==> config.mk <==
export PLATFORM = sky130hd
export DESIGN_NAME = trim_and_swap_delay_regs
export DESIGN_NICKNAME = d
export VERILOG_FILES = /design/src/inc/trim_regs_pkg.sv /design/src/verilog/swap_overlap_timer.sv /design/src/verilog/trim_and_swap_delay_regs.sv
export SDC_FILE = /design/constraint.sdc
export NUM_CORES = 1
export LEC_CHECK = 0
export BUFFER_PORTS_ARGS = -buffer_cell sky130_fd_sc_hd__clkbuf_2
export CAP_MARGIN = 20
export CORE_MARGIN = 3
export CORE_UTILIZATION = 45
export DETAILED_ROUTE_END_ITERATION = 10
export HOLD_SLACK_MARGIN = 0.08
export PLACE_DENSITY = 0.81
export SYNTH_ARGS = -nofsm -noshare
export SYNTH_HDL_FRONTEND = slang
export SYNTH_SLANG_ARGS = --single-unit
==> constraint.sdc <==
create_clock -name core_clk_i -period 2.18 [get_ports core_clk_i]
set_input_delay 0.109 -clock core_clk_i [delete_from_list [all_inputs] [get_ports core_clk_i]]
set_output_delay 0.109 -clock core_clk_i [all_outputs]
set_load 0.01 [all_outputs]
==> src/inc/trim_regs_pkg.sv <==
// Purpose: Constants and types for the trim and swap-overlap register bank.
// Assumes: Registers sit on AHB-Lite, one aligned word each, byte address = 4 x index.
// Notes:   Indices keep the printed offsets; the low bits of each word hold the field.
package trim_regs_pkg;

    ////////////////////////////////////////////////////////////////////////////
    // Register indices (byte address is four times the index)
    localparam logic [7:0] GAIN_IDX = 8'h7a;
    localparam logic [7:0] REF_IDX = 8'h7c;
    localparam logic [7:0] TERM_A_IDX = 8'h7e;
    localparam logic [7:0] TERM_B_IDX = 8'h7f;
    localparam logic [7:0] TERM_C_IDX = 8'h80;
    localparam logic [7:0] TERM_D_IDX = 8'h81;
    localparam logic [7:0] DLY_IDX = 8'h9a;

    ////////////////////////////////////////////////////////////////////////////
    // Field widths, all fields start at bit 0
    localparam int GAIN_W = 8;
    localparam int REF_W = 4;
    localparam int TERM_W = 8;
    localparam int DLY_W = 5;
    localparam int OVL_W = 7;

    ////////////////////////////////////////////////////////////////////////////
    // Reset values
    localparam logic [7:0] GAIN_RST = 8'h00;
    localparam logic [3:0] REF_RST = 4'h0;
    localparam logic [7:0] TERM_RST = 8'h00;
    localparam logic [4:0] DLY_RST = 5'h08;

    ////////////////////////////////////////////////////////////////////////////
    // Overlap length = OVL_BASE + OVL_SCALE x delay, in clock cycles
    localparam logic [6:0] OVL_BASE = 7'h04;
    localparam int OVL_SCALE_SHIFT = 1;

    ////////////////////////////////////////////////////////////////////////////
    // AHB-Lite codes
    localparam logic [1:0] HTRANS_NONSEQ = 2'h2;
    localparam logic HRESP_OKAY = 1'b0;

    ////////////////////////////////////////////////////////////////////////////
    // State types
    typedef enum logic [1:0]
    {
        LD_FUSE = 2'b00,
        LD_RUN = 2'b01
    } load_state_t;

    typedef enum logic [1:0]
    {
        OV_IDLE = 2'b00,
        OV_SHARE = 2'b01
    } overlap_state_t;

endpackage

==> src/verilog/swap_overlap_timer.sv <==
// Purpose: Times the window in which two swapping cores sample the same input.
// Assumes: swap_start_i is a one-cycle pulse from the calibration engine.
// Notes:   A start while a window runs is ignored; delay is latched at start.
module swap_overlap_timer
(
    // Clock and reset
    input wire logic core_clk_i,
    input wire logic rst_i,
    // Control
    input wire logic swap_start_i,
    input wire logic [4:0] delay_i,
    // Status
    output logic overlap_o
);

    trim_regs_pkg::overlap_state_t st_q;
    trim_regs_pkg::overlap_state_t st_d;
    logic [6:0] cnt_q;
    logic [6:0] cnt_d;
    logic [6:0] len_w;
    logic [6:0] dly_lat_q;
    logic [6:0] seen_q;

    ////////////////////////////////////////////////////////////////////////////
    // overlap length
    assign len_w = trim_regs_pkg::OVL_BASE
                   + 7'({2'b00, delay_i} << trim_regs_pkg::OVL_SCALE_SHIFT);

    always_comb
    begin
        st_d = st_q;
        cnt_d = cnt_q;
        unique case (st_q)
            trim_regs_pkg::OV_IDLE:
            begin
                if (swap_start_i)
                begin
                    st_d = trim_regs_pkg::OV_SHARE;
                    cnt_d = len_w - 7'h01;
                end
            end
            trim_regs_pkg::OV_SHARE:
            begin
                if (cnt_q == 7'h00)
                    st_d = trim_regs_pkg::OV_IDLE;
                else
                    cnt_d = cnt_q - 7'h01;
            end
            default:
            begin
                st_d = trim_regs_pkg::OV_IDLE;
            end
        endcase
    end

    always_ff @(posedge core_clk_i)
    begin
        if (rst_i)
        begin
            st_q <= trim_regs_pkg::OV_IDLE;
            cnt_q <= 7'h00;
            overlap_o <= 1'b0;
        end
        else
        begin
            st_q <= st_d;
            cnt_q <= cnt_d;
            overlap_o <= (st_d == trim_regs_pkg::OV_SHARE);
        end
    end

    ////////////////////////////////////////////////////////////////////////////
    // Checks
    always_ff @(posedge core_clk_i)
    begin
        if (rst_i)
        begin
            dly_lat_q <= 7'h00;
            seen_q <= 7'h00;
        end
        else
        begin
            if (swap_start_i && st_q == trim_regs_pkg::OV_IDLE)
                dly_lat_q <= len_w;
            seen_q <= overlap_o ? seen_q + 7'h01 : 7'h00;
        end
    end
endmodule

==> src/verilog/trim_and_swap_delay_regs.sv <==
// Purpose: Trim and swap-overlap delay register bank behind an AHB-Lite slave.
// Assumes: Fuse inputs are stable at reset release; one clock for bus and converter logic.
// Notes:   Reserved bits are not stored and read as zero; unmapped reads return zero.
//
// The AHB-Lite register port is this design's own decision.
module trim_and_swap_delay_regs
(
    // Clock and reset
    input wire logic core_clk_i,
    input wire logic rst_i,
    // AHB-Lite slave
    input wire logic hsel_i,
    input wire logic [31:0] haddr_i,
    input wire logic [1:0] htrans_i,
    input wire logic hwrite_i,
    input wire logic [2:0] hsize_i,
    input wire logic [31:0] hwdata_i,
    input wire logic hready_i,
    output logic [31:0] hrdata_o,
    output logic hreadyout_o,
    output logic hresp_o,
    // Factory fuse values
    input wire logic [7:0] fuse_gain_i,
    input wire logic [3:0] fuse_reference_i,
    input wire logic [7:0] fuse_term_a_i,
    input wire logic [7:0] fuse_term_b_i,
    input wire logic [7:0] fuse_term_c_i,
    input wire logic [7:0] fuse_term_d_i,
    // Calibration engine
    input wire logic cal_en_i,
    input wire logic swap_start_i,
    // Trim outputs to the analog cores
    output logic [7:0] core_gain_adjust_o,
    output logic [3:0] reference_adjust_o,
    output logic [7:0] input_termination_adjust_a_o,
    output logic [7:0] input_termination_adjust_b_o,
    output logic [7:0] input_termination_adjust_c_o,
    output logic [7:0] input_termination_adjust_d_o,
    output logic [4:0] swap_overlap_delay_o,
    output logic swap_overlap_o
);

    trim_regs_pkg::load_state_t ld_q;
    logic wr_pend_q;
    logic [7:0] wr_idx_q;
    logic [7:0] gain_q;
    logic [7:0] gain_d;
    logic [3:0] ref_q;
    logic [3:0] ref_d;
    logic [7:0] term_a_q;
    logic [7:0] term_a_d;
    logic [7:0] term_b_q;
    logic [7:0] term_b_d;
    logic [7:0] term_c_q;
    logic [7:0] term_c_d;
    logic [7:0] term_d_q;
    logic [7:0] term_d_d;
    logic [4:0] dly_q;
    logic [4:0] dly_d;
    logic [31:0] rd_word;
    logic ap_fire;
    logic addr_ok;
    logic [7:0] addr_idx;
    logic loading;

    ////////////////////////////////////////////////////////////////////////////
    // Decode

    function automatic logic wr_hit(input logic pend, input logic [7:0] idx, input logic [7:0] want);
        wr_hit = pend && (idx == want);
    endfunction

    function automatic logic [31:0] word8(input logic [7:0] v);
        word8 = {24'h0000_00, v};
    endfunction

    assign loading = (ld_q == trim_regs_pkg::LD_FUSE);
    assign ap_fire = hsel_i && hready_i && (htrans_i == trim_regs_pkg::HTRANS_NONSEQ) && !loading;
    assign addr_idx = haddr_i[9:2];
    assign addr_ok = (haddr_i[31:10] == 22'h00_0000) && (haddr_i[1:0] == 2'b00);

    ////////////////////////////////////////////////////////////////////////////
    // Next values: fuse load first, then a pending data-phase write

    assign gain_d = loading ? fuse_gain_i
                  : wr_hit(wr_pend_q, wr_idx_q, trim_regs_pkg::GAIN_IDX) ? hwdata_i[7:0] : gain_q;
    assign ref_d = loading ? fuse_reference_i
                 : wr_hit(wr_pend_q, wr_idx_q, trim_regs_pkg::REF_IDX) ? hwdata_i[3:0] : ref_q;
    assign term_a_d = loading ? fuse_term_a_i
                    : wr_hit(wr_pend_q, wr_idx_q, trim_regs_pkg::TERM_A_IDX) ? hwdata_i[7:0] : term_a_q;
    assign term_b_d = loading ? fuse_term_b_i
                    : wr_hit(wr_pend_q, wr_idx_q, trim_regs_pkg::TERM_B_IDX) ? hwdata_i[7:0] : term_b_q;
    assign term_c_d = loading ? fuse_term_c_i
                    : wr_hit(wr_pend_q, wr_idx_q, trim_regs_pkg::TERM_C_IDX) ? hwdata_i[7:0] : term_c_q;
    assign term_d_d = loading ? fuse_term_d_i
                    : wr_hit(wr_pend_q, wr_idx_q, trim_regs_pkg::TERM_D_IDX) ? hwdata_i[7:0] : term_d_q;
    // five-bit delay field, not fuse loaded
    assign dly_d = wr_hit(wr_pend_q, wr_idx_q, trim_regs_pkg::DLY_IDX) ? hwdata_i[4:0] : dly_q;

    ////////////////////////////////////////////////////////////////////////////
    // Read mux over next values so a read right after a write sees it

    always_comb
    begin
        rd_word = 32'h0000_0000;
        if (addr_ok)
        begin
            unique case (addr_idx)
                trim_regs_pkg::GAIN_IDX: rd_word = word8(gain_d);
                trim_regs_pkg::REF_IDX: rd_word = word8({4'h0, ref_d});
                trim_regs_pkg::TERM_A_IDX: rd_word = word8(term_a_d);
                trim_regs_pkg::TERM_B_IDX: rd_word = word8(term_b_d);
                trim_regs_pkg::TERM_C_IDX: rd_word = word8(term_c_d);
                trim_regs_pkg::TERM_D_IDX: rd_word = word8(term_d_d);
                trim_regs_pkg::DLY_IDX: rd_word = word8({3'h0, dly_d});
                default: rd_word = 32'h0000_0000;
            endcase
        end
    end

    ////////////////////////////////////////////////////////////////////////////
    // Load sequencer and bus slave

    always_ff @(posedge core_clk_i)
    begin
        if (rst_i)
        begin
            ld_q <= trim_regs_pkg::LD_FUSE;
            hreadyout_o <= 1'b0;
            hresp_o <= trim_regs_pkg::HRESP_OKAY;
            hrdata_o <= 32'h0000_0000;
            wr_pend_q <= 1'b0;
            wr_idx_q <= 8'h00;
        end
        else
        begin
            ld_q <= trim_regs_pkg::LD_RUN;
            hreadyout_o <= 1'b1;
            hresp_o <= trim_regs_pkg::HRESP_OKAY;
            wr_pend_q <= ap_fire && hwrite_i && addr_ok;
            wr_idx_q <= addr_idx;
            hrdata_o <= (ap_fire && !hwrite_i) ? rd_word : 32'h0000_0000;
        end
    end

    ////////////////////////////////////////////////////////////////////////////
    // Trim registers

    always_ff @(posedge core_clk_i)
    begin
        if (rst_i)
        begin
            gain_q <= trim_regs_pkg::GAIN_RST;
            ref_q <= trim_regs_pkg::REF_RST;
            term_a_q <= trim_regs_pkg::TERM_RST;
            term_b_q <= trim_regs_pkg::TERM_RST;
            term_c_q <= trim_regs_pkg::TERM_RST;
            term_d_q <= trim_regs_pkg::TERM_RST;
            dly_q <= trim_regs_pkg::DLY_RST;
        end
        else
        begin
            gain_q <= gain_d;
            ref_q <= ref_d;
            term_a_q <= term_a_d;
            term_b_q <= term_b_d;
            term_c_q <= term_c_d;
            term_d_q <= term_d_d;
            dly_q <= dly_d;
        end
    end

    ////////////////////////////////////////////////////////////////////////////
    // Outputs to the analog side

    always_ff @(posedge core_clk_i)
    begin
        if (rst_i)
        begin
            core_gain_adjust_o <= trim_regs_pkg::GAIN_RST;
            reference_adjust_o <= trim_regs_pkg::REF_RST;
            input_termination_adjust_a_o <= trim_regs_pkg::TERM_RST;
            input_termination_adjust_b_o <= trim_regs_pkg::TERM_RST;
            input_termination_adjust_c_o <= trim_regs_pkg::TERM_RST;
            input_termination_adjust_d_o <= trim_regs_pkg::TERM_RST;
            swap_overlap_delay_o <= trim_regs_pkg::DLY_RST;
        end
        else
        begin
            // one gain trim for all cores
            core_gain_adjust_o <= gain_q;
            reference_adjust_o <= ref_q;
            input_termination_adjust_a_o <= term_a_q;
            input_termination_adjust_b_o <= term_b_q;
            input_termination_adjust_c_o <= term_c_q;
            input_termination_adjust_d_o <= term_d_q;
            // delay applied only while calibration is off
            if (!cal_en_i)
                swap_overlap_delay_o <= dly_q;
        end
    end

    ////////////////////////////////////////////////////////////////////////////
    // Swap overlap window

    swap_overlap_timer u_timer
    (
        .core_clk_i(core_clk_i),
        .rst_i(rst_i),
        .swap_start_i(swap_start_i),
        .delay_i(swap_overlap_delay_o),
        .overlap_o(swap_overlap_o)
    );
endmodule

Yosys cells after proc, flatten, opt, wreduce, memory -nomap -nowiden --
Index checks and enable logic that the tools add are counted.
Cells by class: add/subtract/negate cells 3, equality and inequality tests 19, mux-type cells 22, bitwise operators 2, reductions and logical operators 24
Operators with widths (number):
- $mux W8 | 10
- $eq A8 B7 Y1 const B | 8
- $pmux W8 S7 | 1
- $eq A8 B8 Y1 const B | 6
- $logic_not A22 Y1 | 1
- $logic_and A1 B1 Y1 | 14
- $mux W7 | 2
- $pmux W7 S2 | 1
- $sub A7 B1 Y7 const B | 2
- $mux W4 | 2
- $add A3 B6 Y7 const A | 1
- $logic_not A7 Y1 | 1
- $logic_not A2 Y1 | 3
- $mux W5 | 1
- $eq A2 B1 Y1 const B | 2
- $mux W2 | 2
- $ne A2 B2 Y1 const B | 2
- $pmux W2 S2 | 1
- $reduce_and A3 Y1 | 1
- $reduce_or A3 Y1 | 1
- $eq A2 B2 Y1 const B | 1
- $logic_not A1 Y1 | 2
- $mux W1 | 2
- $not A1 Y1 | 2
- $reduce_bool A2 Y1 | 1
Storage, ports and cells: register bits 152, bits of input ports 120, output and inout bits 84, logic and storage cells 92

Longest topological paths before layout --
Gate-level depths: netlist of the first run.
depth after elaboration 6, depth in mapped cells 7, gate-level depth less buffers 7

Cells and area by module --
Synthesis of the first run repeated with hierarchy kept, for this count alone.
Unflattened totals: cell total of the unflattened synthesis 638, area, all modules 5746.8 um^2
By module, submodules not included:
- trim_and_swap_delay_regs | times used 1, cells each 560, area an instance 5138.7 um^2, sequential area each 2322.2 um^2
- swap_overlap_timer | times used 1, cells each 78, area an instance 608.1 um^2, sequential area each 200.2 um^2

Worst setup path before layout of the first run --
Ideal clock, no wire load.
path type reg2reg, from reg wr_idx_q[3], to reg hrdata_o[1], library setup time 0.078 ns, arrival time 1.990 ns, data required time 2.102 ns, setup slack 0.112 ns, cell stages (with the launch flop) 8, buffers on the path 2, period minus slack after synthesis 2.068 ns, cells stage by stage dfxtp_1 -> buf_6 -> or4b_4 -> buf_6 -> or4_4 -> a31o_1 -> o2111a_1 -> a41oi_2
On the way: longest elaborated chain between the ends 5, elaborated cells on any way between the ends 28, classes of those cells eq/ne (7); mux (14); reduce/logical (7)
Ends and longest elaborated chain:
- start: declaration | line trim_and_swap_delay_regs.sv:45 | logic [7:0] wr_idx_q;
- start signal: assignment | line trim_and_swap_delay_regs.sv:141 | wr_idx_q <= addr_idx;
- $eq A8 B8 Y1 or $eq A8 B7 Y1 (tied branches) | line trim_and_swap_delay_regs.sv:70 | wr_hit = pend && (idx == want);
- $logic_and A1 B1 Y1 | line trim_and_swap_delay_regs.sv:70
- $mux W8 (tied with other cells) | line trim_and_swap_delay_regs.sv:96 | : wr_hit(wr_pend_q, wr_idx_q, trim_regs_pkg::TERM_D_IDX) ? hwdata_i[7:0] : term_d_q;
- $mux W8 (tied with other cells) | line trim_and_swap_delay_regs.sv:95 | assign term_d_d = loading ? fuse_term_d_i
- $pmux W8 S7 * | line trim_and_swap_delay_regs.sv:108 | unique case (addr_idx)
- end signal: assignment | line trim_and_swap_delay_regs.sv:142 | hrdata_o <= (ap_fire && !hwrite_i) ? rd_word : 32'h0000_0000;
- end: declaration | line trim_and_swap_delay_regs.sv:19 | output logic [31:0] hrdata_o,
Every way passes the cells marked *; elsewhere a longest branch is shown, timed or not. A chain may end at the register's enable or synchronous reset.

Final worst setup path of the first run --
from reg wr_idx_q[5], to reg hrdata_o[0]
Same word-level chain as after synthesis.

==> results of run 1 <==
-- registers in the layout (all words and copies together) (netlist names) --
register and count:
core_gain_adjust_o 8, gain_q 8, hrdata_o 8, input_termination_adjust_a_o 8, input_termination_adjust_b_o 8, input_termination_adjust_c_o 8, input_termination_adjust_d_o 8, term_a_q 8
term_b_q 8, term_c_q 8, term_d_q 8, wr_idx_q 8, u_timer.cnt_q 7, dly_q 5, swap_overlap_delay_o 5, ref_q 4
reference_adjust_o 4, u_timer.st_q 2, hreadyout_o 1, u_timer.overlap_o 1, wr_pend_q 1
-- worst max-delay path by stage --
| stage | from | endpoint | slack (ps) | depth (start not counted) |
|---|---|---|---|---|
| after floorplan | wr_idx_q[3] | hrdata_o[1] | 110 | 7 |
| final | wr_idx_q[5] | hrdata_o[0] | 110 | 5 |
| after detailed placement | wr_idx_q[2] | hrdata_o[0] | 130 | 5 |
| after global placement | wr_idx_q[2] | hrdata_o[0] | 130 | 5 |
| after global routing | haddr_i[9] | hrdata_o[4] | 7 | 6 |
| after CTS | wr_idx_q[2] | hrdata_o[0] | 100 | 5 |
-- area by class of cell --
type / instances / share of cell area, %
multi-input combinational: 456 / 37.89
tap: 168 / 2.716
inverter: 7 / 0.3395
clock inverter: 9 / 2.005
timing repair buffer: 221 / 17.98
clock buffer: 23 / 6.434
sequential: 126 / 32.64
-- routing by layer --
metal,vias to the layer above,part of all wire (%)
li1,2641,-
met3,40,9.0
met2,320,48
met1,2557,41
met5,-,0.039
met4,2,2.5
-- cells by family (layout without fill, tap and decap cells) --
family | after synthesis | in the layout | synth area share [%]
AO/OA/AOI/OAI | 136 | 136 | 18.32
XOR/XNOR | 3 | 3 | 0.4609
adder cells (fa/ha/maj) | 2 | 2 | 0.4388
buffers and inverters | 66 | 260 | 6.254
flip-flops | 126 | 126 | 44.24
multiplexers | 32 | 32 | 5.618
other | 1 | 26 | 0.06577
AND/OR/NAND/NOR | 257 | 257 | 24.60
-- critical path: stages (launching register included) --
cell	delay [ps]
dfxtp_1	330
or3b_2	550
or4_4	540
a31o_2	220
o2111a_1	160
a41oi_1	200
-- power by group --
group	total, µW	switching [µW]	internal (µW)
sequential	2470	60.5	2410
clock	3070	1010	2060
combinational	605	334	271
total	6150	1400	4740
-- stage by stage --
step / std cells / total power [µW] / hold slack (ps) / area, µm²
6_report: 1010 / 6146 / 82.84 / 7740
5_1_grt: 1010 / 6348 / 101.9 / 7740
4_1_cts: 1010 / 6163 / 80.45 / 7724
3_5_place_dp: 939 / 3049 / 354.6 / 6680
3_3_place_gp: 939 / 3041 / 352.2 / 6680
2_1_floorplan: 648 / 2843 / 230.7 / 5796
-- repair_timing --
action,CTS,global route
hold endpoints to repair,41,0
resized for setup,0,3
hold buffers,39,0
endpoints found under the setup margin,0,2
-- cells in the final DEF (no fill, tap or decap), drive strengths merged, types with 7 or more instances in the layout --
cell | synthesis | layout
a31oi | 16 | 16
o31ai | 9 | 9
a41oi | 9 | 9
nand4 | 7 | 7
dlygate4sd3 | 0 | 39
o21ai | 10 | 10
and2 | 13 | 13
nor4 | 21 | 21
nor2b | 61 | 61
clkbuf | 27 | 173
nand2b | 8 | 8
mux2i | 32 | 32
a211o | 19 | 19
a211oi | 20 | 20
buf | 32 | 32
conb | 1 | 26
nor2 | 59 | 59
nand3 | 12 | 12
nand2 | 40 | 40
dfxtp | 126 | 126
nor3 | 12 | 12
a21oi | 11 | 11
==> run_results.csv, run 1 <==
group,metric,value,unit
min_path,min_to,"term_b_q[6]",
yosys,synth_top_area_share,44.24,%
clock_network,post-cts-setup-buffers,0,
worst_setup_path,crit_fanout,4,
sta,finalWorstSetupSlack,106.1,ps
yosys,ys_ff_latch,126,
clock_network,path_clk_slew,60,ps
sta,rsz0062_at_grt,"false",
power_and_ir_drop,vdd_drop_max,0.5122,mV
worst_setup_path,arrival,2410,ps
detailed_routing,routed_via_density,5.505,
yosys,netlist_top_cells_area,"dfxtp_1 44%, nor2b_1 6.7%, mux2i_1 5.6%, nor2_1 3.9%, buf_4 3.3%",
yosys,syn_area_per_cell,9.152,µm²
worst_setup_path,rrSetupSlack,110,ps
sta,relSlewSlack,48.96,%
floorplanning,dieArea,14060,µm²
yosys,ys_seq_area_share,44.24,%
global_route,busiest_layer,"met2",
detailed_routing,ant_nets,0,
worst_setup_path,r2r_end,"hrdata_o[0]",
placement,routabilityCongestion,0.9217,
min_path,min_path_type,"primary input to flip-flop",
worst_setup_path,start_kind,"flip-flop",
sta,setup_viol,0,
detailed_routing,routed_wl,17780,µm
power_and_ir_drop,powerDensity,794.1,nW/µm²
yosys,synth.distinct_cells,68,
worst_setup_path,cp-end-kind,"flip-flop",
yosys,syn_area,5702,µm²
global_route,use_met2,41.81,%
detailed_routing,firstDrtPassIters,7,
global_route,grt_use_met3,6.411,%
worst_setup_path,crit_type,"flip-flop to flip-flop",
clock_network,clk-insertion-delay-late,410,ps
yosys,yosys-top-cells-count,"126 x dfxtp_1, 61 x nor2b_1, 59 x nor2_1",
global_route,gr-total-overflow,0,
global_route,antenna_found_initial,1,
worst_setup_path,crit_required,2520,ps
layout,area_growth,35.75,%
global_route,grt_use_met1,31.08,%
clock_network,clockRootBuffer,"clkbuf_16",
sta,tightest_slew,765.5,ps
yosys,yosysTopAreaCell,"dfxtp_1",
sta,slew_viol_final,0,
floorplanning,start_util,46.69,%
detailed_routing,route.detailed.drc,0,
detailed_routing,wl_per_cell,17.60,µm
placement,dp_slack,130.6,ps
global_route,grt_pass1_vias,5387,
clock_network,cts-htree-levels,4,
floorplanning,row_count,40,
yosys,synth_ff_type,"dfxtp_1",
layout,nNetsFinal,951,
placement,dpl.hpwl,12660,µm
sta,fin_skew,6.650,ps
clock_network,clock_sinks,126,
yosys,yosysWarnings,0,
power_and_ir_drop,leakagePower,0.003330,µW
yosys,synth_edf_count,0,
layout,insertedDiodeCount,0,
sta,fin_crit_sh,95.13,%
min_path,min_path_cells,3,
sta,final-hold-violation-count,0,
layout,multiInputGateArea,2933,µm²
flow_run,drv_cap,0,
yosys,synthCells,623,
clock_network,cts_buffers,17,
detailed_routing,vias,5560,
layout,regArea,2526,µm²
layout,fill_cells,1047,
yosys,ys_async_sr_fraction,0,%
min_path,min_from,"fuse_term_b_i[6]",
global_route,grt_pass1_wl,27740,µm
layout,drive_gt1_share,27.32,%
sta,final.setup.tns,0,ps
floorplanning,core,12210,µm²
detailed_routing,initialDrtViolationCount,551,
worst_setup_path,r2r.worst_path.cells,5,
layout,fin_util,63.38,%
placement,io_buffer_count,151,
global_route,grt_max_degree,73,
sta,fmax,482.2,MHz
floorplanning,io_pins,204,
worst_setup_path,r2r-start,"wr_idx_q[5]",
global_route,grtUsageTotal,25.10,%
floorplanning,die_w,118.6,µm
floorplanning,die_y,118.6,µm
clock_network,clk_path_buf_depth,2,
status,status,"complete, no violations",
yosys,yosysMostFrequentCell,"dfxtp_1",
sta,period_needed,2074,ps
clock_network,cts_tree,"built",
No activity file was read; power rests on OpenSTA's default activity.
==> run 2: changes to the inputs <==
- PLACE_DENSITY: 0.81 -> 0.82
- REMOVE_ABC_BUFFERS: default -> 1
==> run_results.csv, run 2 (synthesized netlist as in run 1, its figures left out) <==
group,metric,value,unit
worst_setup_path,crit_required,2520,ps
global_route,grt_max_degree,39,
clock_network,clock_sinks,126,
sta,fmax,471.5,MHz
global_route,gr-total-overflow,0,
detailed_routing,vias,5688,
layout,insertedDiodeCount,0,
clock_network,clk-insertion-delay-late,420,ps
layout,drive_gt1_share,26.95,%
worst_setup_path,crit_type,"flip-flop to flip-flop",
detailed_routing,route.detailed.drc,0,
placement,dpl.hpwl,12760,µm
floorplanning,die_w,118.6,µm
clock_network,clockRootBuffer,"clkbuf_16",
sta,final.setup.tns,0,ps
floorplanning,dieArea,14060,µm²
floorplanning,start_util,46.69,%
detailed_routing,wl_met1,7487,µm
power_and_ir_drop,vdd_drop_max,0.5841,mV
floorplanning,die_y,118.6,µm
power_and_ir_drop,powerDensity,754.4,nW/µm²
clock_network,cts_tree,"built",
floorplanning,row_count,40,
detailed_routing,routed_via_density,5.609,
placement,routabilityCongestion,0.9473,
layout,final_cell_mix,"150 x clkbuf_2, 125 x dfxtp_1, 61 x nor2b_1",
worst_setup_path,arrival,2460,ps
placement,io_buffer_count,151,
floorplanning,core,12210,µm²
sta,relSlewSlack,47.88,%
worst_setup_path,start_kind,"flip-flop",
sta,tightest_slew,777.1,ps
clock_network,path_clk_slew,60,ps
global_route,grt_pass1_vias,5338,
clock_network,cts_buffers,17,
global_route,antenna_found_initial,0,
sta,fin_crit_sh,97.28,%
sta,hold_ws,98.03,ps
floorplanning,io_pins,204,
detailed_routing,ant_nets,0,
layout,layout.cells.most_common,"clkbuf_2",
global_route,grt_pass1_wl,28230,µm
status,status,"complete, no violations",
detailed_routing,wl_per_cell,17.66,µm
power_and_ir_drop,leakagePower,0.003310,µW
clock_network,cts-htree-levels,4,
layout,nNetsFinal,957,
min_path,min_path_type,"primary input to flip-flop",
detailed_routing,routed_wl,17910,µm
sta,final-hold-violation-count,0,
sta,fin_skew,10.86,ps
detailed_routing,initialDrtViolationCount,532,
detailed_routing,firstDrtPassIters,5,
detailed_routing,wl_met3,1675,µm
layout,final_cell_area,7681,µm²
detailed_routing,routed.top_layer,"met4",
worst_setup_path,cp-end-kind,"flip-flop",
flow_run,drv_cap,0,
sta,period_needed,2121,ps
worst_setup_path,crit_fanout,8,
sta,rsz0062_at_grt,"false",
sta,setup_viol,0,
clock_network,clk_path_buf_depth,2,
placement,placed_area,6693,µm²
detailed_routing,wl_met2,8347,µm
layout,area_growth,34.72,%
global_route,grtUsageTotal,25.32,%
sta,slew_viol_final,0,
[run 2: per-stage QoR]
stage               setup WS, ps  total power (µW)  util, %  cells
floorplan                  -1462              2775        -    589
global route               19.66              5993    62.90   1014
detailed placement         67.82              3045    54.81    942
global placement           109.8              3037    54.81    942
finish                     59.28              5794    62.90   1014
CTS                        74.69              5788    62.79   1013
[run 2: final timing paths]
check                    from                     to  slack [ps]  cells after the start
hold reg to reg     gain_q[3]  core_gain_adjust_o[3]         460                      1
hold / removal    hwdata_i[3]               dly_q[3]         100                      3
setup / recovery  wr_idx_q[2]            hrdata_o[0]          60                      5
setup reg to reg  wr_idx_q[2]            hrdata_o[0]          60                      5
[run 2: timing repair]
item                                    4_1_cts  5_1_grt
setup buffers                                 0        1
endpoints found under the setup margin        0        4
gates resized for setup                       0        1
hold buffers                                 41        0
endpoints found under the hold margin        52        0
[run 2: worst max-delay path, stage by stage, from the launching register on]
cell and delay, ps:
dfxtp_1 340, or4b_4 600, or4_1 510, a31o_2 220, o2111a_1 170, a41oi_1 210
[run 2: area by class of cell]
cell class                 instances  area [µm²]
inverter                           7       26.28
tap                              168       210.2
clock inverter                     7       86.33
clock buffer                      23       478.0
fill                            1006        4531
timing repair buffer             227        1431
sequential                       126        2526
multi-input combinational        456        2923
[run 2: routing by layer]
layer / global-route usage [%] / vias to the layer above
li1: - / 2658
met1: 33.49 / 2657
met2: 40.39 / 339
met3: 6.555 / 34
met4: 8.182 / 0
met5: 0 / -
[run 2: power by group]
part / internal, µW / switching [µW]
clock network: 1750 / 969
registers: 2410 / 63.9
logic: 272 / 331
total: 4430 / 1360
